[src/include/cscfl_pkg.sv]
package cscfl_pkg;

	////////////////////////////////////////////////////////////////////////
	// Bus geometry
	localparam int ADDR_W = 12;
	localparam int DATA_W = 32;

	// Register byte offsets
	localparam logic [11:0] IRQ_EN_SET_OFS = 12'h000;
	localparam logic [11:0] IRQ_EN_CLR_OFS = 12'h004;
	localparam logic [11:0] IRQ_FLAG_OFS = 12'h008;
	localparam logic [11:0] FLL_CTRL_OFS = 12'h024;
	localparam logic [11:0] FLL_VALUE_OFS = 12'h028;
	localparam logic [11:0] FLL_MUL_OFS = 12'h02c;

	////////////////////////////////////////////////////////////////////////
	// Interrupt source bits
	localparam int IRQ_W = 18;
	localparam int PLL_LOCK_TIMEOUT_BIT = 17;
	localparam int PLL_LOCK_LOST_BIT = 16;
	localparam int PLL_LOCK_GAINED_BIT = 15;
	localparam int BROWNOUT_SYNC_READY_BIT = 11;
	localparam logic [17:0] IRQ_IMPL_MASK = 18'h38fff;
	localparam logic [17:0] IRQ_RESET = 18'h00000;

	////////////////////////////////////////////////////////////////////////
	// Loop control and value fields
	localparam int LOOP_CLOSED_BIT = 0;
	localparam int DIFF_LSB = 16;
	localparam int DIFF_W = 16;
	localparam int COARSE_LSB = 10;
	localparam int COARSE_W = 6;
	localparam int FINE_LSB = 0;
	localparam int FINE_W = 10;

	// Multiplier register fields
	localparam int COARSE_MAX_STEP_LSB = 26;
	localparam int FINE_MAX_STEP_LSB = 16;
	localparam int MUL_LSB = 0;
	localparam int MUL_W = 16;
	localparam logic [31:0] FLL_MUL_RESET = 32'h00000000;
	localparam logic [5:0] COARSE_RESET = 6'h00;
	localparam logic [9:0] FINE_RESET = 10'h000;

	// Difference scaling while coarse stepping
	localparam int COARSE_SHIFT = 4;

	// Loop phases
	typedef enum logic [0:0] {
		CSCFL_COARSE,
		CSCFL_FINE
	} cscfl_phase_type;

	// Smaller of two unsigned 16-bit values
	function automatic logic [15:0] min16(input logic [15:0] a, input logic [15:0] b);
		min16 = (a < b) ? a : b;
	endfunction : min16

	// Magnitude of a signed 16-bit difference
	function automatic logic [15:0] mag16(input logic [15:0] d);
		mag16 = d[15] ? 16'((~d) + 16'h0001) : d;
	endfunction : mag16

endpackage : cscfl_pkg

[src/core/cscfl_ratio_counter.sv]
`timescale 1ns/1ps
`default_nettype none

module cscfl_ratio_counter #(
	parameter int CNT_W = 16
) (
	// Clock and reset
	input wire logic clk_in,
	input wire logic rst_in,
	// Ticks
	input wire logic enable_in,
	input wire logic out_tick_in,
	input wire logic ref_tick_in,
	// Result
	output logic [CNT_W-1:0] count_out,
	output logic done_out
);

	logic [CNT_W-1:0] acc_r;
	wire logic acc_full = &acc_r;
	wire logic [CNT_W-1:0] acc_inc = acc_full ? acc_r : CNT_W'(acc_r + 1'b1);
	wire logic [CNT_W-1:0] first_cnt = out_tick_in ? CNT_W'(1) : CNT_W'(0);

	////////////////////////////////////////////////////////////////////////
	// Count output cycles, saturating so a runaway oscillator reads large
	always_ff @(posedge clk_in or posedge rst_in) begin
		if (rst_in) begin
			acc_r <= '0;
			count_out <= '0;
			done_out <= 1'b0;
		end else begin
			done_out <= enable_in & ref_tick_in;
			if (!enable_in) begin
				acc_r <= '0;
			end else if (ref_tick_in) begin
				count_out <= acc_r;
				acc_r <= first_cnt; // Tick on the boundary opens next period
			end else if (out_tick_in) begin
				acc_r <= acc_inc;
			end
		end
	end

endmodule : cscfl_ratio_counter

`default_nettype wire

[src/core/cscfl_trim_limiter.sv]
`timescale 1ns/1ps
`default_nettype none

module cscfl_trim_limiter #(
	parameter int W = 6,
	parameter int SHIFT = 0
) (
	// Present trim and loop error
	input wire logic [W-1:0] cur_in,
	input wire logic [15:0] diff_in,
	input wire logic [W-1:0] max_step_in,
	// Proposed trim
	output logic [W-1:0] next_out,
	output logic moving_out
);

	// Error scaled, then never more than the allowed step
	wire logic [15:0] want = 16'(cscfl_pkg::mag16(diff_in) >> SHIFT);
	wire logic [15:0] step = cscfl_pkg::min16(want, 16'(max_step_in));
	wire logic [16:0] up = 17'(cur_in) + 17'(step);
	wire logic [16:0] top = 17'((17'h1 << W) - 17'h1);
	wire logic [16:0] up_sat = (up > top) ? top : up;
	wire logic [16:0] dn_sat = (17'(step) > 17'(cur_in)) ? 17'h0 : 17'(cur_in) - 17'(step);

	// Positive difference means too few cycles: raise the trim
	assign next_out = diff_in[15] ? dn_sat[W-1:0] : up_sat[W-1:0];
	assign moving_out = (step != 16'h0000);

endmodule : cscfl_trim_limiter

`default_nettype wire

[src/core/cscfl_top.sv]
`timescale 1ns/1ps
`default_nettype none

// Behaviour
// - Writing one to bit 17 of the enable-set register sets the lock-timeout enable; zero does nothing.
// - Writing one to bit 16 sets the lock-lost enable; a zero there changes nothing.
// - Writing one to bit 15 sets the lock-gained enable; a zero there is ignored.
// - Writing one to bit 11 sets the brown-out sync-ready enable; a zero there has no effect.
// - A set flag whose enable is one raises the interrupt request; with the enable at zero it does not.
// - The loop runs closed while the loop-mode bit is one and open otherwise.
// - In closed loop the difference field holds the target count minus the measured count.
// - In open loop the difference field is no longer updated and must be treated as invalid.
// - Coarse trim is software-writable in open loop and loop-driven, read-only, in closed loop.
// - Fine trim is software-writable in open loop and loop-driven, read-only, in closed loop.
// - A closed-loop coarse change never exceeds the coarse maximum step.
// - A closed-loop fine change never exceeds the fine maximum step.
module cscfl_top #(
	parameter int CNT_W = 16
) (
	// Clock and reset
	input wire logic CLK_IN,
	input wire logic RST_IN,
	// APB slave
	input wire logic PSEL_IN,
	input wire logic PENABLE_IN,
	input wire logic PWRITE_IN,
	input wire logic [11:0] PADDR_IN,
	input wire logic [31:0] PWDATA_IN,
	output logic [31:0] PRDATA_OUT,
	output logic PREADY_OUT,
	output logic PSLVERR_OUT,
	// Clock source events, one-cycle pulses
	input wire logic [17:0] EVENT_IN,
	// Loop measurement ticks
	input wire logic FLL_OUT_TICK_IN,
	input wire logic FLL_REF_TICK_IN,
	// Outputs to the clock unit
	output logic IRQ_OUT,
	output logic LOOP_CLOSED_OUT,
	output logic [5:0] COARSE_TRIM_OUT,
	output logic [9:0] FINE_TRIM_OUT
);

	////////////////////////////////////////////////////////////////////////
	// State
	logic [17:0] irq_en_r;
	logic [17:0] irq_en_nxt;
	logic [17:0] irq_flag_r;
	logic [17:0] irq_flag_nxt;
	logic loop_closed_select_r;
	logic [15:0] diff_r;
	logic [5:0] coarse_r;
	logic [5:0] coarse_nxt;
	logic [9:0] fine_r;
	logic [9:0] fine_nxt;
	logic [31:0] mul_r;
	cscfl_pkg::cscfl_phase_type phase_r;
	cscfl_pkg::cscfl_phase_type phase_nxt;

	////////////////////////////////////////////////////////////////////////
	// APB decode; answers in the first access-phase cycle, no wait states
	wire logic setup_ph = PSEL_IN & ~PENABLE_IN;
	wire logic access_done = PSEL_IN & PENABLE_IN & PREADY_OUT;
	wire logic wr_done = access_done & PWRITE_IN & ~PSLVERR_OUT;

	wire logic hit_en_set = (PADDR_IN == cscfl_pkg::IRQ_EN_SET_OFS);
	wire logic hit_en_clr = (PADDR_IN == cscfl_pkg::IRQ_EN_CLR_OFS);
	wire logic hit_flag = (PADDR_IN == cscfl_pkg::IRQ_FLAG_OFS);
	wire logic hit_ctrl = (PADDR_IN == cscfl_pkg::FLL_CTRL_OFS);
	wire logic hit_value = (PADDR_IN == cscfl_pkg::FLL_VALUE_OFS);
	wire logic hit_mul = (PADDR_IN == cscfl_pkg::FLL_MUL_OFS);
	wire logic hit_any = hit_en_set | hit_en_clr | hit_flag | hit_ctrl | hit_value | hit_mul;

	wire logic wr_en_set = wr_done & hit_en_set;
	wire logic wr_en_clr = wr_done & hit_en_clr;
	wire logic wr_flag = wr_done & hit_flag;
	wire logic wr_ctrl = wr_done & hit_ctrl;
	wire logic wr_value = wr_done & hit_value;
	wire logic wr_mul = wr_done & hit_mul;

	////////////////////////////////////////////////////////////////////////
	// Multiplier register fields
	wire logic [5:0] coarse_max_step = mul_r[cscfl_pkg::COARSE_MAX_STEP_LSB +: cscfl_pkg::COARSE_W];
	wire logic [9:0] fine_max_step = mul_r[cscfl_pkg::FINE_MAX_STEP_LSB +: cscfl_pkg::FINE_W];
	wire logic [15:0] ratio_target = mul_r[cscfl_pkg::MUL_LSB +: cscfl_pkg::MUL_W];

	// Software view of each register
	wire logic [31:0] en_view = {14'h0000, irq_en_r};
	wire logic [31:0] flag_view = {14'h0000, irq_flag_r};
	wire logic [31:0] ctrl_view = {31'h00000000, loop_closed_select_r};
	wire logic [31:0] value_view = {diff_r, coarse_r, fine_r};

	wire logic [31:0] rd_mux =
		(hit_en_set | hit_en_clr) ? en_view :
		hit_flag ? flag_view :
		hit_ctrl ? ctrl_view :
		hit_value ? value_view :
		hit_mul ? mul_r : 32'h00000000;

	////////////////////////////////////////////////////////////////////////
	// Bus answer registers
	always_ff @(posedge CLK_IN or posedge RST_IN) begin
		if (RST_IN) begin
			PREADY_OUT <= 1'b0;
			PSLVERR_OUT <= 1'b0;
			PRDATA_OUT <= 32'h00000000;
		end else begin
			PREADY_OUT <= setup_ph;
			PSLVERR_OUT <= setup_ph & ~hit_any; // Unmapped address errors
			if (setup_ph) begin
				PRDATA_OUT <= PWRITE_IN ? 32'h00000000 : rd_mux;
			end
		end
	end

	////////////////////////////////////////////////////////////////////////
	// Interrupt enables: set register only adds, clear register only removes
	wire logic [17:0] wdat_irq = PWDATA_IN[17:0] & cscfl_pkg::IRQ_IMPL_MASK;
	wire logic [17:0] en_set_bits = wr_en_set ? wdat_irq : 18'h00000;
	wire logic [17:0] en_clr_bits = wr_en_clr ? wdat_irq : 18'h00000;

	assign irq_en_nxt = (irq_en_r & ~en_clr_bits) | en_set_bits;

	// Flags: an event in the clearing cycle survives the clear
	wire logic [17:0] flag_clr_bits = wr_flag ? wdat_irq : 18'h00000;
	wire logic [17:0] flag_set_bits = EVENT_IN & cscfl_pkg::IRQ_IMPL_MASK;

	assign irq_flag_nxt = (irq_flag_r & ~flag_clr_bits) | flag_set_bits;

	// Request whenever an enabled flag is pending
	wire logic irq_req = |(irq_flag_nxt & irq_en_nxt);

	always_ff @(posedge CLK_IN or posedge RST_IN) begin
		if (RST_IN) begin
			irq_en_r <= cscfl_pkg::IRQ_RESET;
			irq_flag_r <= cscfl_pkg::IRQ_RESET;
			IRQ_OUT <= 1'b0;
		end else begin
			irq_en_r <= irq_en_nxt;
			irq_flag_r <= irq_flag_nxt;
			IRQ_OUT <= irq_req;
		end
	end

	////////////////////////////////////////////////////////////////////////
	// Loop mode and multiplier
	always_ff @(posedge CLK_IN or posedge RST_IN) begin
		if (RST_IN) begin
			loop_closed_select_r <= 1'b0;
			mul_r <= cscfl_pkg::FLL_MUL_RESET;
			LOOP_CLOSED_OUT <= 1'b0;
		end else begin
			if (wr_ctrl) begin
				loop_closed_select_r <= PWDATA_IN[cscfl_pkg::LOOP_CLOSED_BIT];
				LOOP_CLOSED_OUT <= PWDATA_IN[cscfl_pkg::LOOP_CLOSED_BIT];
			end
			if (wr_mul) begin
				mul_r <= PWDATA_IN;
			end
		end
	end

	////////////////////////////////////////////////////////////////////////
	// Cycle measurement, active only in closed loop
	logic [15:0] meas_count;
	logic meas_done;

	cscfl_ratio_counter #(
		.CNT_W(CNT_W)
	) u_counter (
		.clk_in(CLK_IN),
		.rst_in(RST_IN),
		.enable_in(loop_closed_select_r),
		.out_tick_in(FLL_OUT_TICK_IN),
		.ref_tick_in(FLL_REF_TICK_IN),
		.count_out(meas_count),
		.done_out(meas_done)
	);

	// Target minus measured, two's complement
	wire logic [15:0] new_diff = 16'(ratio_target - meas_count);

	////////////////////////////////////////////////////////////////////////
	// Step proposals, each bounded by its maximum step
	logic [5:0] coarse_prop;
	logic coarse_moving;
	logic [9:0] fine_prop;
	logic fine_moving;

	cscfl_trim_limiter #(
		.W(cscfl_pkg::COARSE_W),
		.SHIFT(cscfl_pkg::COARSE_SHIFT)
	) u_coarse_lim (
		.cur_in(coarse_r),
		.diff_in(new_diff),
		.max_step_in(coarse_max_step),
		.next_out(coarse_prop),
		.moving_out(coarse_moving)
	);

	cscfl_trim_limiter #(
		.W(cscfl_pkg::FINE_W),
		.SHIFT(0)
	) u_fine_lim (
		.cur_in(fine_r),
		.diff_in(new_diff),
		.max_step_in(fine_max_step),
		.next_out(fine_prop),
		.moving_out(fine_moving)
	);

	////////////////////////////////////////////////////////////////////////
	// Loop sequencer: coarse until the scaled error rounds to zero or the coarse maximum step is zero, then fine
	always_comb begin
		phase_nxt = phase_r;
		coarse_nxt = coarse_r;
		fine_nxt = fine_r;
		if (!loop_closed_select_r) begin
			// Open loop: software owns both trims; restart coarse next time
			phase_nxt = cscfl_pkg::CSCFL_COARSE;
			if (wr_value) begin
				coarse_nxt = PWDATA_IN[cscfl_pkg::COARSE_LSB +: cscfl_pkg::COARSE_W];
				fine_nxt = PWDATA_IN[cscfl_pkg::FINE_LSB +: cscfl_pkg::FINE_W];
			end
		end else if (meas_done) begin
			case (phase_r)
				cscfl_pkg::CSCFL_COARSE: begin
					if (coarse_moving) begin
						coarse_nxt = coarse_prop;
					end else begin
						phase_nxt = cscfl_pkg::CSCFL_FINE;
					end
				end
				cscfl_pkg::CSCFL_FINE: begin
					if (fine_moving) begin
						fine_nxt = fine_prop;
					end
				end
				default: begin
					phase_nxt = cscfl_pkg::CSCFL_COARSE;
				end
			endcase
		end
	end

	// Trim and difference registers; bus writes in closed loop are dropped
	always_ff @(posedge CLK_IN or posedge RST_IN) begin
		if (RST_IN) begin
			phase_r <= cscfl_pkg::CSCFL_COARSE;
			coarse_r <= cscfl_pkg::COARSE_RESET;
			fine_r <= cscfl_pkg::FINE_RESET;
			diff_r <= 16'h0000;
			COARSE_TRIM_OUT <= cscfl_pkg::COARSE_RESET;
			FINE_TRIM_OUT <= cscfl_pkg::FINE_RESET;
		end else begin
			phase_r <= phase_nxt;
			coarse_r <= coarse_nxt;
			fine_r <= fine_nxt;
			COARSE_TRIM_OUT <= coarse_nxt;
			FINE_TRIM_OUT <= fine_nxt;
			// Holds its last value once the loop opens
			if (loop_closed_select_r && meas_done) begin
				diff_r <= new_diff;
			end
		end
	end

endmodule : cscfl_top

`default_nettype wire

[config.mk]
export PLATFORM = sky130hd
export DESIGN_NAME = cscfl_top
export DESIGN_NICKNAME = d
export VERILOG_FILES = /design/src/include/cscfl_pkg.sv /design/src/core/cscfl_ratio_counter.sv /design/src/core/cscfl_trim_limiter.sv /design/src/core/cscfl_top.sv
export SDC_FILE = /design/constraint.sdc
export NUM_CORES = 1
export LEC_CHECK = 0
export BUFFER_PORTS_ARGS = -buffer_cell sky130_fd_sc_hd__buf_4
export CORE_MARGIN = 2
export CORE_UTILIZATION = 55
export CTS_CLUSTER_DIAMETER = 80
export DETAILED_ROUTE_END_ITERATION = 8
export PLACE_DENSITY = 0.76
export RECOVER_POWER = 50
export SYNTH_ARGS = -nofsm -noshare
export SYNTH_HDL_FRONTEND = slang
export SYNTH_SLANG_ARGS = --single-unit
[constraint.sdc]
create_clock -name CLK_IN -period 8.5 [get_ports CLK_IN]
set_input_delay 0.85 -clock CLK_IN [delete_from_list [all_inputs] [get_ports CLK_IN]]
set_output_delay 0.85 -clock CLK_IN [all_outputs]
set_load 0.02 [all_outputs]
==> Word level (Yosys, flattened, before mapping) <==
Index checks and enable logic that the tools add are counted.
{ "word_totals": {"regBits": 170, "latch_bits": 0, "ram_bits": 0, "mem_bits_ro": 0, "input_bits": 69, "out_inout_bits": 52, "word_cells": 117, "memories": 0} }
{ "classes": {"n_addsub": 7, "multipliers": 0, "div_mod_pow": 0, "magnitude_cmp": 6, "eq_ne": 12, "shift": 0, "n_mux": 37, "bitwise_logic": 29, "n_reduce_logical": 11} }
{ "op_table": {"columns": ["op", "n"], "rows": [
  ["$mux W32", 6],
  ["$mux W16", 6],
  ["$mux W10", 8],
  ["$and A18 B18 Y18", 3],
  ["$mux W18", 3],
  ["$mux W6", 8],
  ["$eq A12 B6 Y1 const B", 3],
  ["$not A18 Y18", 2],
  ["$or A18 B18 Y18", 2],
  ["$add A16 B1 Y16 const B", 2],
  ["$reduce_bool A16 Y1", 2],
  ["$reduce_or A18 Y1", 1],
  ["$add A10 B16 Y17", 1],
  ["$gt A17 B10 Y1 const B", 1],
  ["$gt A17 B6 Y1 const B", 1],
  ["$gt A16 B10 Y1", 1],
  ["$lt A16 B10 Y1", 1],
  ["$not A16 Y16", 1],
  ["$reduce_and A16 Y1", 1],
  ["$sub A16 B16 Y16", 1],
  ["$add A6 B12 Y13", 1],
  ["$and A1 B1 Y1", 13],
  ["$eq A12 B3 Y1 const B", 1],
  ["$eq A12 B4 Y1 const B", 1],
  ["16 further kinds", 32]
]} }

==> Depth between registers and ports, before layout <==
Gate-level depths: netlist of run 1.
{ "logic_depth": {"depth_word": 14, "ltp_mapped": 38, "depth_no_buf": 34} }

==> Modules after synthesis <==
Synthesis of run 1 repeated with hierarchy kept, for this count alone.
{ "hier_totals": {"cells_unflattened": 1194, "hier_area_um2": 11456.0} }
{ "by_module_without_submodules": {"columns": ["module", "instances", "cells_per_inst", "area_per_inst_um2", "seq_area_each_um2"], "rows": [
  ["cscfl_top", 1, 615, 6513.7, 3278.1],
  ["cscfl_trim_limiter (u_fine_lim)", 1, 288, 2130.8, 0.0],
  ["cscfl_ratio_counter", 1, 140, 1587.8, 825.8],
  ["cscfl_trim_limiter (u_coarse_lim)", 1, 151, 1223.7, 0.0]
]} }

==> Worst setup path before layout of run 1 <==
Ideal clock, no wire load.
{ "synth_path": {"kind": "register to register", "start": "register mul_r[6]", "end": "register fine_r[3]", "setup_time_ps": 128, "arrival_ps": 6586, "required_ps": 8372, "slack_ps": 1786, "path_stages_with_launch": 36, "n_path_buf": 3, "synth_period_minus_slack_ps": 6714, "cell_sequence": "dfrtp_1 ha_1 buf_2 nand4_1 a2111oi_2 o2111ai_1 a21oi_1 nor2_1 clkbuf_1 o21ai_0 ha_1 a21boi_0 o21ai_0 nand2b_1 a21oi_1 o21ai_0 a21o_1 a21oi_1 o21ai_0 nor2_1 buf_2 nand2_1 o21a_1 ha_1 fa_1 a21oi_1 nor4_1 a2111o_1 a21oi_1 nor2_1 nor2_1 o31a_1 nor2_1 nor4_1 a21oi_1 mux2_1"} }
{ "synth_via": {"elab_chain_cells": 14, "elab_cells_between_ends": 20, "cone_classes": "add/sub: 4; order compare: 3; eq/ne: 1; mux: 9; bitwise: 1; reduce/logical: 2"} }
{ "synth_lines": {"columns": ["item", "line", "source"], "rows": [
  ["from (decl)", "cscfl_top.sv:56", "logic [31:0] mul_r;"],
  ["from (signal assigned)", "cscfl_top.sv:150", "mul_r <= cscfl_pkg::FLL_MUL_RESET;"],
  ["$sub A16 B16 Y16 *", "cscfl_top.sv:181", "wire logic [15:0] new_diff = 16'(ratio_target - meas_count);"],
  ["$not A16 Y16", "cscfl_pkg.sv:61", "mag16 = d[15] ? 16'((~d) + 16'h0001) : d;"],
  ["$add A16 B1 Y16", "cscfl_pkg.sv:61", null],
  ["$mux W16", "cscfl_pkg.sv:61", null],
  ["$lt A16 B10 Y1", "cscfl_pkg.sv:56", "min16 = (a < b) ? a : b;"],
  ["$mux W16", "cscfl_pkg.sv:56", null],
  ["$add A10 B16 Y17", "cscfl_trim_limiter.sv:20", "wire logic [16:0] up = 17'(cur_in) + 17'(step);"],
  ["$gt A17 B10 Y1", "cscfl_trim_limiter.sv:22", "wire logic [16:0] up_sat = (up > top) ? top : up;"],
  ["$mux W10", "cscfl_trim_limiter.sv:22", null],
  ["$mux W10", "cscfl_trim_limiter.sv:26", "assign next_out = diff_in[15] ? dn_sat[W-1:0] : up_sat[W-1:0];"],
  ["$mux W10", "cscfl_top.sv:235", "if (fine_moving) begin"],
  ["$mux W10", "cscfl_top.sv:226", "case (phase_r)"],
  ["$mux W10", "cscfl_top.sv:225", "end else if (meas_done) begin"],
  ["$mux W10", "cscfl_top.sv:218", "if (!loop_closed_select_r) begin"],
  ["to (signal assigned)", "cscfl_top.sv:251", "fine_r <= cscfl_pkg::FINE_RESET;"],
  ["to (signal assigned)", "cscfl_top.sv:258", "fine_r <= fine_nxt;"],
  ["to (decl)", "cscfl_top.sv:54", "logic [9:0] fine_r;"]
]} }
Every way passes the cells marked *; elsewhere a longest branch is shown, timed or not. The select of a mux whose other input is x is not followed.
A chain may end at the register's enable or synchronous reset.

==> Worst setup path in the final report of run 1 <==
{ "layout_path": {"start": "register mul_r[6]", "end": "register fine_r[7]"} }
Same word-level chain as after synthesis.

==> flow_summary_export.csv, run 1 <==
group,metric,value,unit
outcome,status,"finished, violations left",
outcome,violations,"capacitance limit, slew limit",
sta,period_share,0.932,
logic_synthesis,synth-seq-area-share,0.373,
global_routing,grt_util_all_layers,0.296,
logic_synthesis,synth-edff-count,0,
logic_synthesis,synth_area_per_cell,9.04,um2
critical_path,cp.required,8820,ps
global_routing,grt_start_max_net_pins,90,
detailed_routing,drt_iter0_markers,768,
logic_synthesis,yosysTopAreaCell,"dfrtp_1",
cts,cts_tree,"done",
logic_synthesis,synth_flop_cell,"dfrtp_1",
global_routing,grt_pass1_vias,9400,
floorplan,core_area,19500,um2
detailed_routing,wl_per_cell,19.5,um
floorplan,ios,121,
cts,cts_sinks,164,
flow_run,maxCapViolCount,3,
critical_path,r2r_cells,32,
floorplan,placementRows,51,
sta,hold_viol,0,
global_routing,grt_pass1_wl,49600,um
detailed_routing,wirelength,30900,um
critical_path,worstSetupPathType,"register to register",
sta,drv_slew,203,
final_layout,insertedDiodeCount,0,
final_layout,area_growth,13.6,%
logic_synthesis,synth_most_common_cell,"dfrtp_1",
sta,relSlewSlack,-1.71,
sta,worst_pin_slew,4040,ps
hold_path,hold_path_class,"register to register",
logic_synthesis,ys_top_cells_by_count,"dfrtp_1 (164), nand2_1 (149), o21ai_0 (108)",
sta,finalCriticalPeriod,7920,ps
final_layout,finalNetCount,1461,
critical_path,cp_slowest_cell,"nor4_1",
cts,post_cts_buffers,0,
logic_synthesis,syn_area,11000,um2
sta,setup_violations,0,
cts,clk_path_buf_depth,2,
sta,clock.fmax,0.126,GHz
critical_path,crit_fanout,10,
detailed_routing,drc,0,
power,vdd_ir_drop_max,0.150,mV
logic_synthesis,synth_cells,1218,
cts,cts.clk_slew.worst_paths,80,ps
cts,ctsHtreeMaxLevel,4,
sta,whs,482,ps
cts,root_buffer,"clkbuf_16",
floorplan,die_w,145,um
cts,clock_latency,440,ps
logic_synthesis,synth-seq-cells,164,
place,post-place-cells,1555,
sta,tns,0,ps
final_layout,layout.cells.non_filler,1587,
sta,rsz0062_at_grt,"no",
critical_path,startpoint_type,"register",
power,power,1660,uW
critical_path,crit_top_cell,"a21oi_1",
global_routing,antenna_found_initial,0,
logic_synthesis,synth_top_area_share,0.373,
logic_synthesis,synth_fp_nets,1370,
critical_path,endpoint_kind,"register",
logic_synthesis,synth_cell_types,73,
floorplan,start_util,0.564,
critical_path,max_stage_delay,490,ps
logic_synthesis,yosys_warnings,0,
final_layout,drive_gt1_frac,0.133,
power,p_leak,0.00579,uW
detailed_routing,drtAntennaViolNets,0,
place,place_congestion,0.903,
cts,cts-resized-gates,0,
hold_path,min_path_cells,1,
place,port_buffers,117,
cts,hold_buffers,0,
cts,cts-buffers-inserted,17,
global_routing,gr-total-overflow,0,
logic_synthesis,synthTopCellsByArea,"dfrtp_1 (37%), ha_1 (8.9%), nand2_1 (5.1%), o21ai_0 (4.9%), mux2_2 (4.1%)",
detailed_routing,first_pass_iters,5,
floorplan,die_area,21200,um2
sta,clock-skew-final,15.1,ps
logic_synthesis,async_flop_share,1.00,
floorplan,die_h,145,um
detailed_routing,vias,9507,
detailed_routing,viasPerCell,5.99,
critical_path,arrival,8240,ps
power,power_density,133,nW/um2
place,hpwl,22600,um
## logic make-up after synthesis
kind of cell,count (synthesis),share of synthesized area
xor+xnor,46,0.0366
fa+ha+maj,83,0.0977
mux,98,0.0961
compound gates,308,0.182
simple gates,376,0.163
buf+inv,143,0.0516
flops,164,0.373
## layout by cell type, fill, tap and decap left out, types with 18 or more instances in the layout
| cell type | synthesis | final |
|---|---|---|
| a21o_1 | 31 | 31 |
| a21oi_1 | 65 | 65 |
| buf_4 | 0 | 72 |
| clkbuf_1 | 43 | 55 |
| dfrtp_1 | 164 | 164 |
| ha_1 | 78 | 78 |
| inv_1 | 86 | 85 |
| mux2_2 | 40 | 40 |
| mux2i_1 | 45 | 45 |
| nand2_1 | 149 | 149 |
| nand3_1 | 19 | 19 |
| nor2_1 | 84 | 82 |
| nor3_1 | 22 | 22 |
| nor4_1 | 18 | 18 |
| o21ai_0 | 108 | 108 |
| xnor2_1 | 29 | 29 |
## flip-flops by register name, summed over array words and instances, names as in the netlist
register and count:
coarse_r 6, loop_closed_select_r 1, diff_r 16, irq_flag_r 15
PREADY_OUT 1, phase_r 1, PRDATA_OUT 32, u_counter.count_out 16
PSLVERR_OUT 1, mul_r 32, u_counter.done_out 1, irq_en_r 15
u_counter.acc_r 16, IRQ_OUT 1, fine_r 10
## critical path, delay by kind of cell (launching register included)
family | cells | cell delay (ps)
AOI/OAI and AO/OA | 16 | 3400
adders and majority gates | 3 | 1240
buffers and inverters | 2 | 360
DFF | 1 | 430
muxes | 2 | 700
and+or+nand+nor | 9 | 1660
## final timing paths
| check | slack (ps) | end | startpoint |
|---|---|---|---|
| setup / recovery | 580 | fine_r[7]$_DFFE_PP0P_ | mul_r[6]$_DFFE_PP0P_ |
| hold / removal | 480 | PRDATA_OUT[11]$_DFFE_PP0P_ | PRDATA_OUT[11]$_DFFE_PP0P_ |
| setup reg to reg | 580 | fine_r[7]$_DFFE_PP0P_ | mul_r[6]$_DFFE_PP0P_ |
| hold reg to reg | 480 | PRDATA_OUT[11]$_DFFE_PP0P_ | PRDATA_OUT[11]$_DFFE_PP0P_ |
| max in group asynchronous | 1850 | PRDATA_OUT[25]$_DFFE_PP0P_ | RST_IN |
| min in group asynchronous | 1610 | PRDATA_OUT[8]$_DFFE_PP0P_ | RST_IN |
## layer usage
metal / GRT usage / wire length (um) / share of wire / vias to the layer above
met5: 0 / 0 / 0 / -
met2: 0.470 / 14300 / 0.46 / 396
li1: - / - / - / 4493
met4: 0.120 / 1060 / 0.034 / 0
met3: 0.0599 / 2270 / 0.074 / 68
met1: 0.400 / 13300 / 0.43 / 4550
## power by group
part / internal [uW] / switching, uW
clock network: 429 / 380
logic: 26.1 / 43.3
registers: 781 / 0.481
total: 1240 / 424
## per-stage QoR
stage | instance area (um2) | worst slack [ps] | util
2_1_floorplan | 11000 | 1790 | -
3_3_place_gp | 12100 | 775 | 0.618
3_5_place_dp | 12100 | 750 | 0.618
4_1_cts | 12700 | 611 | 0.651
5_1_grt | 12500 | 32.5 | 0.640
6_report | 12500 | 578 | 0.640
## layout make-up
cell class / count / area, um2
tap: 265 / 332
sequential: 164 / 4100
clock buffer: 17 / 425
clock inverter: 15 / 208
multi-input combinational: 911 / 6350
inverter: 86 / 324
timing repair buffer: 129 / 762
fill: 1730 / 7020
No activity file was read; power rests on OpenSTA's default activity.
==> run 2, diff against run 1 <==
ABC_AREA = 1   (was default)
CORE_UTILIZATION = 60   (was 55)
PLACE_DENSITY = 0.81   (was 0.76)
SLEW_MARGIN = 5   (was default)
==> run 2 against run 1 <==
Effect of this change: hold slack better by 2.5 ps; critical path depth is 9 higher; synthesized cell count up 22%; the run still ends with capacitance limit, slew limit left; critical path type unchanged.
==> flow_summary_export.csv, run 2 <==
group,metric,value,unit
final_layout,layout.cells.non_filler,1823,
logic_synthesis,synth-seq-area-share,0.366,
cts,cts-buffers-inserted,17,
cts,cts_sinks,164,
floorplan,start_util,0.617,
power,power_density,204,nW/um2
critical_path,r2r_slack,1340,ps
sta,period_share,0.843,
sta,drv_slew,167,
logic_synthesis,synth_area_per_cell,7.54,um2
floorplan,die_w,141,um
cts,post_cts_buffers,0,
logic_synthesis,synth-edff-count,0,
place,place_congestion,0.978,
cts,root_buffer,"clkbuf_16",
detailed_routing,drt_iter0_markers,908,
logic_synthesis,synth_cell_types,61,
final_layout,drive_gt1_frac,0.115,
global_routing,grt_util_all_layers,0.319,
logic_synthesis,synth_most_common_cell,"nand2_1",
critical_path,rr_startpoint,"mul_r[5]$_DFFE_PP0P_",
flow_run,maxCapViolCount,2,
floorplan,core_area,18100,um2
final_layout,finalNetCount,1733,
final_layout,insertedDiodeCount,0,
place,dp_slack,1610,ps
final_layout,layout_commonest_cell,"nand2_1",
critical_path,worstSetupPathType,"register to register",
cts,cts-resized-gates,0,
power,vdd_ir_drop_max,0.160,mV
sta,rsz0062_at_grt,"no",
critical_path,critPathTopFamily,"simple AND/OR/NAND/NOR gates",
floorplan,die_h,141,um
critical_path,cp.required,8830,ps
global_routing,grt_pass1_wl,50000,um
final_layout,top_regs,"PRDATA_OUT: 32 flops, mul_r: 32 flops",
cts,hold_buffers,0,
logic_synthesis,yosys_warnings,0,
global_routing,gr-total-overflow,0,
final_layout,utilization,0.693,
critical_path,reg2reg_to,"fine_r[8]$_DFFE_PP0P_",
place,post-place-cells,1791,
sta,tns,0,ps
detailed_routing,drtAntennaViolNets,0,
cts,clock_latency,450,ps
detailed_routing,viasPerCell,5.78,
detailed_routing,vias,10500,
floorplan,placementRows,49,
sta,worst_pin_slew,3630,ps
critical_path,cp_slowest_cell,"dfrtp_1",
hold_path,min_path_cells,2,
hold_path,min_from,"PRDATA_OUT[12]$_DFFE_PP0P_",
critical_path,startpoint_type,"register",
detailed_routing,drc,0,
logic_synthesis,synthTopCellsByArea,"dfrtp_1 (37%), nand2_1 (12%), o21ai_0 (9.3%), ha_1 (8.7%), inv_1 (7.1%)",
critical_path,r2r_cells,41,
cts,cts.clk_slew.worst_paths,80,ps
final_layout,area_growth,12.3,%
floorplan,ios,121,
sta,setup_violations,0,
logic_synthesis,syn_area,11200,um2
critical_path,endpoint_kind,"register",
detailed_routing,wl_per_cell,16.9,um
sta,hold_viol,0,
logic_synthesis,synth_top_area_share,0.366,
global_routing,grt_start_max_net_pins,84,
logic_synthesis,async_flop_share,1.00,
detailed_routing,first_pass_iters,6,
hold_path,hold_path_end,"PRDATA_OUT[12]$_DFFE_PP0P_",
critical_path,arrival,7500,ps
outcome,violations,"capacitance limit, slew limit",
outcome,status,"finished, violations left",
final_layout,final_cell_mix,"nand2_1 (364), inv_1 (212), o21ai_0 (209), dfrtp_1 (164), ha_1 (78)",
sta,clock-skew-final,12.7,ps
sta,clock.fmax,0.140,GHz
place,port_buffers,117,
logic_synthesis,ys_top_cells_by_count,"nand2_1 (364), inv_1 (213), o21ai_0 (209)",
cts,cts_tree,"done",
logic_synthesis,synth_fp_nets,1637,
sta,finalCriticalPeriod,7160,ps
power,p_leak,0.00646,uW
cts,clk_path_buf_depth,2,
logic_synthesis,synth-seq-cells,164,
global_routing,antenna_found_initial,0,
sta,relSlewSlack,-1.43,
logic_synthesis,synth_cells,1485,
logic_synthesis,yosysTopAreaCell,"dfrtp_1",
global_routing,grt_pass1_vias,10100,
critical_path,crit_fanout,30,
hold_path,hold_path_class,"register to register",
detailed_routing,wirelength,30800,um
place,hpwl,23200,um
critical_path,max_stage_delay,460,ps
floorplan,die_area,19800,um2
logic_synthesis,synth_flop_cell,"dfrtp_1",
critical_path,cp_num_buf_inv,5,
cts,ctsHtreeMaxLevel,4,
sta,final.setup.worst_slack,1340,ps
## run 2: per-layer routing
metal  part of all wire  track usage  vias up
li1                   -            -     5078
met1               0.42        0.417     5006
met2               0.47        0.528      382
met3              0.067       0.0574       67
met4              0.036        0.130        0
met5                  0            0        -
## run 2: layout make-up
class | count | area [um2]
clock inverters | 15 | 168
well taps | 229 | 287
flip-flops and latches | 164 | 4100
clock buffers | 17 | 425
fillers | 1575 | 5570
repair buffers | 122 | 714
multi-input cells | 1057 | 6050
inverters | 219 | 823
## run 2: kinds of logic after synthesis
| kind of cell | Yosys count | synth area share |
|---|---|---|
| AO/OA/AOI/OAI | 339 | 0.171 |
| XOR/XNOR | 22 | 0.0179 |
| adder cells (fa/ha/maj) | 83 | 0.0961 |
| buffers and inverters | 264 | 0.0921 |
| flip-flops | 164 | 0.366 |
| multiplexers | 15 | 0.0150 |
| AND/OR/NAND/NOR | 598 | 0.241 |
## run 2: power by group
part           switching (uW)  internal, uW  leakage, uW
Combinational             609           313      0.00401
Sequential               56.0           824      0.00216
Clock                     374           395     0.000291
Total                    1040          1530      0.00646
## run 2: stage by stage
| stage | power (uW) | cell area (um2) | hold WS, ps |
|---|---|---|---|
| final | 2570 | 12600 | 484 |
| after global placement | 1800 | 12200 | 461 |
| after floorplan | 1570 | 11200 | 444 |
| after detailed placement | 1820 | 12200 | 467 |
| after global routing | 2730 | 12600 | 518 |
| after CTS | 2590 | 12800 | 486 |
## run 2: worst min-delay path, cell delays in order (launching register included)
cell	delay, ps
dfrtp_1	350
nand2_1	50
o31ai_1	50
## run 2: worst max-delay path by stage
stage,depth (start not counted),slack (ps),start,end
6_report,41,1340,mul_r[5]$_DFFE_PP0P_,fine_r[8]$_DFFE_PP0P_
5_1_grt,42,780,mul_r[4]$_DFFE_PP0P_,fine_r[8]$_DFFE_PP0P_
4_1_cts,41,1570,mul_r[5]$_DFFE_PP0P_,fine_r[8]$_DFFE_PP0P_
3_5_place_dp,41,1610,mul_r[5]$_DFFE_PP0P_,fine_r[8]$_DFFE_PP0P_
3_3_place_gp,41,1770,mul_r[4]$_DFFE_PP0P_,fine_r[8]$_DFFE_PP0P_
2_1_floorplan,40,3060,mul_r[4]$_DFFE_PP0P_,fine_r[8]$_DFFE_PP0P_
==> run 3, diff against run 2 <==
CORE_UTILIZATION = 54   (was 60)
PLACE_DENSITY = 0.77   (was 0.81)
clock period = 6.02 ns   (was 8.5 ns; I/O delays follow)
==> run 3 against run 2 <==
Effect of this change: the flow still finishes with violations (capacitance limit, slew limit); largest cell class unchanged; critical endpoint unchanged; clock skew up 0.71 ps; highest routed layer unchanged; non-clock buffer count grew 59; clock-buffer cell count unchanged; final cell count up 5.6%.
==> flow_summary_export.csv, run 3 (same netlist as run 2, synthesis figures left out) <==
group,metric,value,unit
outcome,status,"finished, violations left",
outcome,violations,"capacitance limit, slew limit",
sta,relSlewSlack,-1.87,
critical_path,r2r_slack,190,ps
cts,ctsHtreeMaxLevel,4,
power,power_density,289,nW/um2
cts,cts_tree,"done",
final_layout,utilization,0.669,
global_routing,grt_pass1_wl,50900,um
final_layout,fill_cells,1786,
critical_path,cp.required,6350,ps
detailed_routing,first_pass_iters,5,
detailed_routing,drc,0,
sta,clock.fmax,0.171,GHz
global_routing,grt_start_max_net_pins,98,
flow_run,maxCapViolCount,1,
power,p_leak,0.00677,uW
critical_path,arrival,6170,ps
critical_path,crit_top_cell,"nand2_2",
floorplan,ios,121,
detailed_routing,drt_iter0_markers,813,
sta,hold_viol,0,
final_layout,final_area,13600,um2
global_routing,antenna_found_initial,0,
final_layout,top_regs,"PRDATA_OUT: 32 flops, mul_r: 32 flops",
detailed_routing,viasPerCell,5.68,
final_layout,area_growth,21.2,%
cts,root_buffer,"clkbuf_16",
detailed_routing,wirelength,32800,um
hold_path,hold_path_class,"primary input to register",
floorplan,start_util,0.552,
sta,setup_violations,0,
floorplan,die_w,148,um
floorplan,die_h,148,um
place,hpwl,23800,um
critical_path,cp_slowest_cell,"dfrtp_1",
power,vdd_ir_drop_max,0.225,mV
sta,worst_pin_slew,4280,ps
place,port_buffers,117,
sta,finalCriticalPeriod,5830,ps
cts,clk_path_buf_depth,2,
global_routing,gr-total-overflow,0,
cts,clock_latency,440,ps
sta,whs,358,ps
sta,clock-skew-final,13.4,ps
critical_path,startpoint_type,"register",
detailed_routing,wl_per_cell,17.1,um
sta,final.setup.worst_slack,186,ps
cts,cts-buffers-inserted,17,
critical_path,crit_fanout,8,
final_layout,finalNetCount,1793,
final_layout,layout.cells.non_filler,1925,
place,place_area,12500,um2
sta,drv_slew,98,
final_layout,layout_commonest_cell,"nand2_1",
critical_path,max_stage_delay,400,ps
critical_path,endpoint_kind,"register",
sta,rsz0062_at_grt,"yes",
detailed_routing,drtAntennaViolNets,0,
place,post-place-cells,1864,
global_routing,grt_pass1_vias,10200,
cts,cts.clk_slew.worst_paths,80,ps
critical_path,worstSetupPathType,"register to register",
detailed_routing,vias,10900,
global_routing,grt_util_all_layers,0.293,
sta,period_share,0.969,
floorplan,die_area,21900,um2
place,dp_slack,-62.9,ps
floorplan,placementRows,52,
floorplan,core_area,20300,um2
cts,cts_sinks,164,
place,place_congestion,0.969,
final_layout,drive_gt1_frac,0.201,
final_layout,final_cell_mix,"nand2_1 (351), inv_1 (199), o21ai_0 (199), dfrtp_1 (155), buf_4 (127)",
run 3: cell types whose count changed in the layout (fill, tap and decap cells not counted), sizes merged, moves of 2 or more:
cell and change:
clkbuf -3, buf +62, clkinv -3, inv +2
run 3: worst max-delay path, delay by kind of cell, from the launching register on:
family | cells | cell delay (ps)
adder cells (fa/ha/maj) | 4 | 1150
flip-flops | 1 | 400
XOR/XNOR | 2 | 450
AO/OA/AOI/OAI | 10 | 1300
AND/OR/NAND/NOR | 19 | 2030
buffers and inverters | 5 | 380
run 3: what timing repair did:
item                                    in CTS  in global routing
hold buffers                                 0                  0
endpoints found under the setup margin       9                 13
setup buffers                                1                 26
gates cloned                                 0                  1
pin swaps                                    2                 57
gates resized for setup                      6                104
run 3: layout make-up:
class,instances,area [um2],share of cell area
multi-input combinational,1058,6520,0.480
timing repair buffer,181,1170,0.0863
clock inverter,15,178,0.0131
inverter,219,826,0.0608
clock buffer,17,425,0.0313
sequential,164,4120,0.303
tap,270,338,0.0249
antenna,1,2.50,0.000184
run 3: per-stage QoR:
step | setup TNS [ps] | power (uW)
floorplan | 0 | 2220
global placement | 0 | 2610
detailed placement | -345 | 2630
CTS | 0 | 3740
global route | -770 | 4150
finish | 0 | 3920
run 3: power breakdown:
| part | internal [uW] | total [uW] | switching, uW | leakage [uW] |
|---|---|---|---|---|
| clock | 563 | 1110 | 544 | 0.000291 |
| sequential | 1160 | 1250 | 84.0 | 0.00214 |
| combinational | 603 | 1560 | 962 | 0.00434 |
run 3: worst paths after layout:
check / start / endpoint / cells after the start
setup / recovery: mul_r[0]$_DFFE_PP0P_ / fine_r[8]$_DFFE_PP0P_ / 40
max in group asynchronous: RST_IN / mul_r[12]$_DFFE_PP0P_ / 3
setup reg to reg: mul_r[0]$_DFFE_PP0P_ / fine_r[8]$_DFFE_PP0P_ / 40
min in group asynchronous: RST_IN / fine_r[7]$_DFFE_PP0P_ / 2
hold / removal: EVENT_IN[7] / irq_flag_r[7]$_DFF_PP0_ / 3
hold reg to reg: PRDATA_OUT[12]$_DFFE_PP0P_ / PRDATA_OUT[12]$_DFFE_PP0P_ / 2
run 3: layer usage:
| metal | track usage | routed length (um) | vias to the layer above | part of all wire |
|---|---|---|---|---|
| met5 | 0 | 0 | - | 0 |
| met4 | 0.0981 | 908 | 0 | 0.028 |
| met3 | 0.0423 | 2080 | 71 | 0.063 |
| met2 | 0.490 | 16100 | 415 | 0.49 |
| met1 | 0.392 | 13700 | 5245 | 0.42 |
| li1 | - | - | 5199 | - |
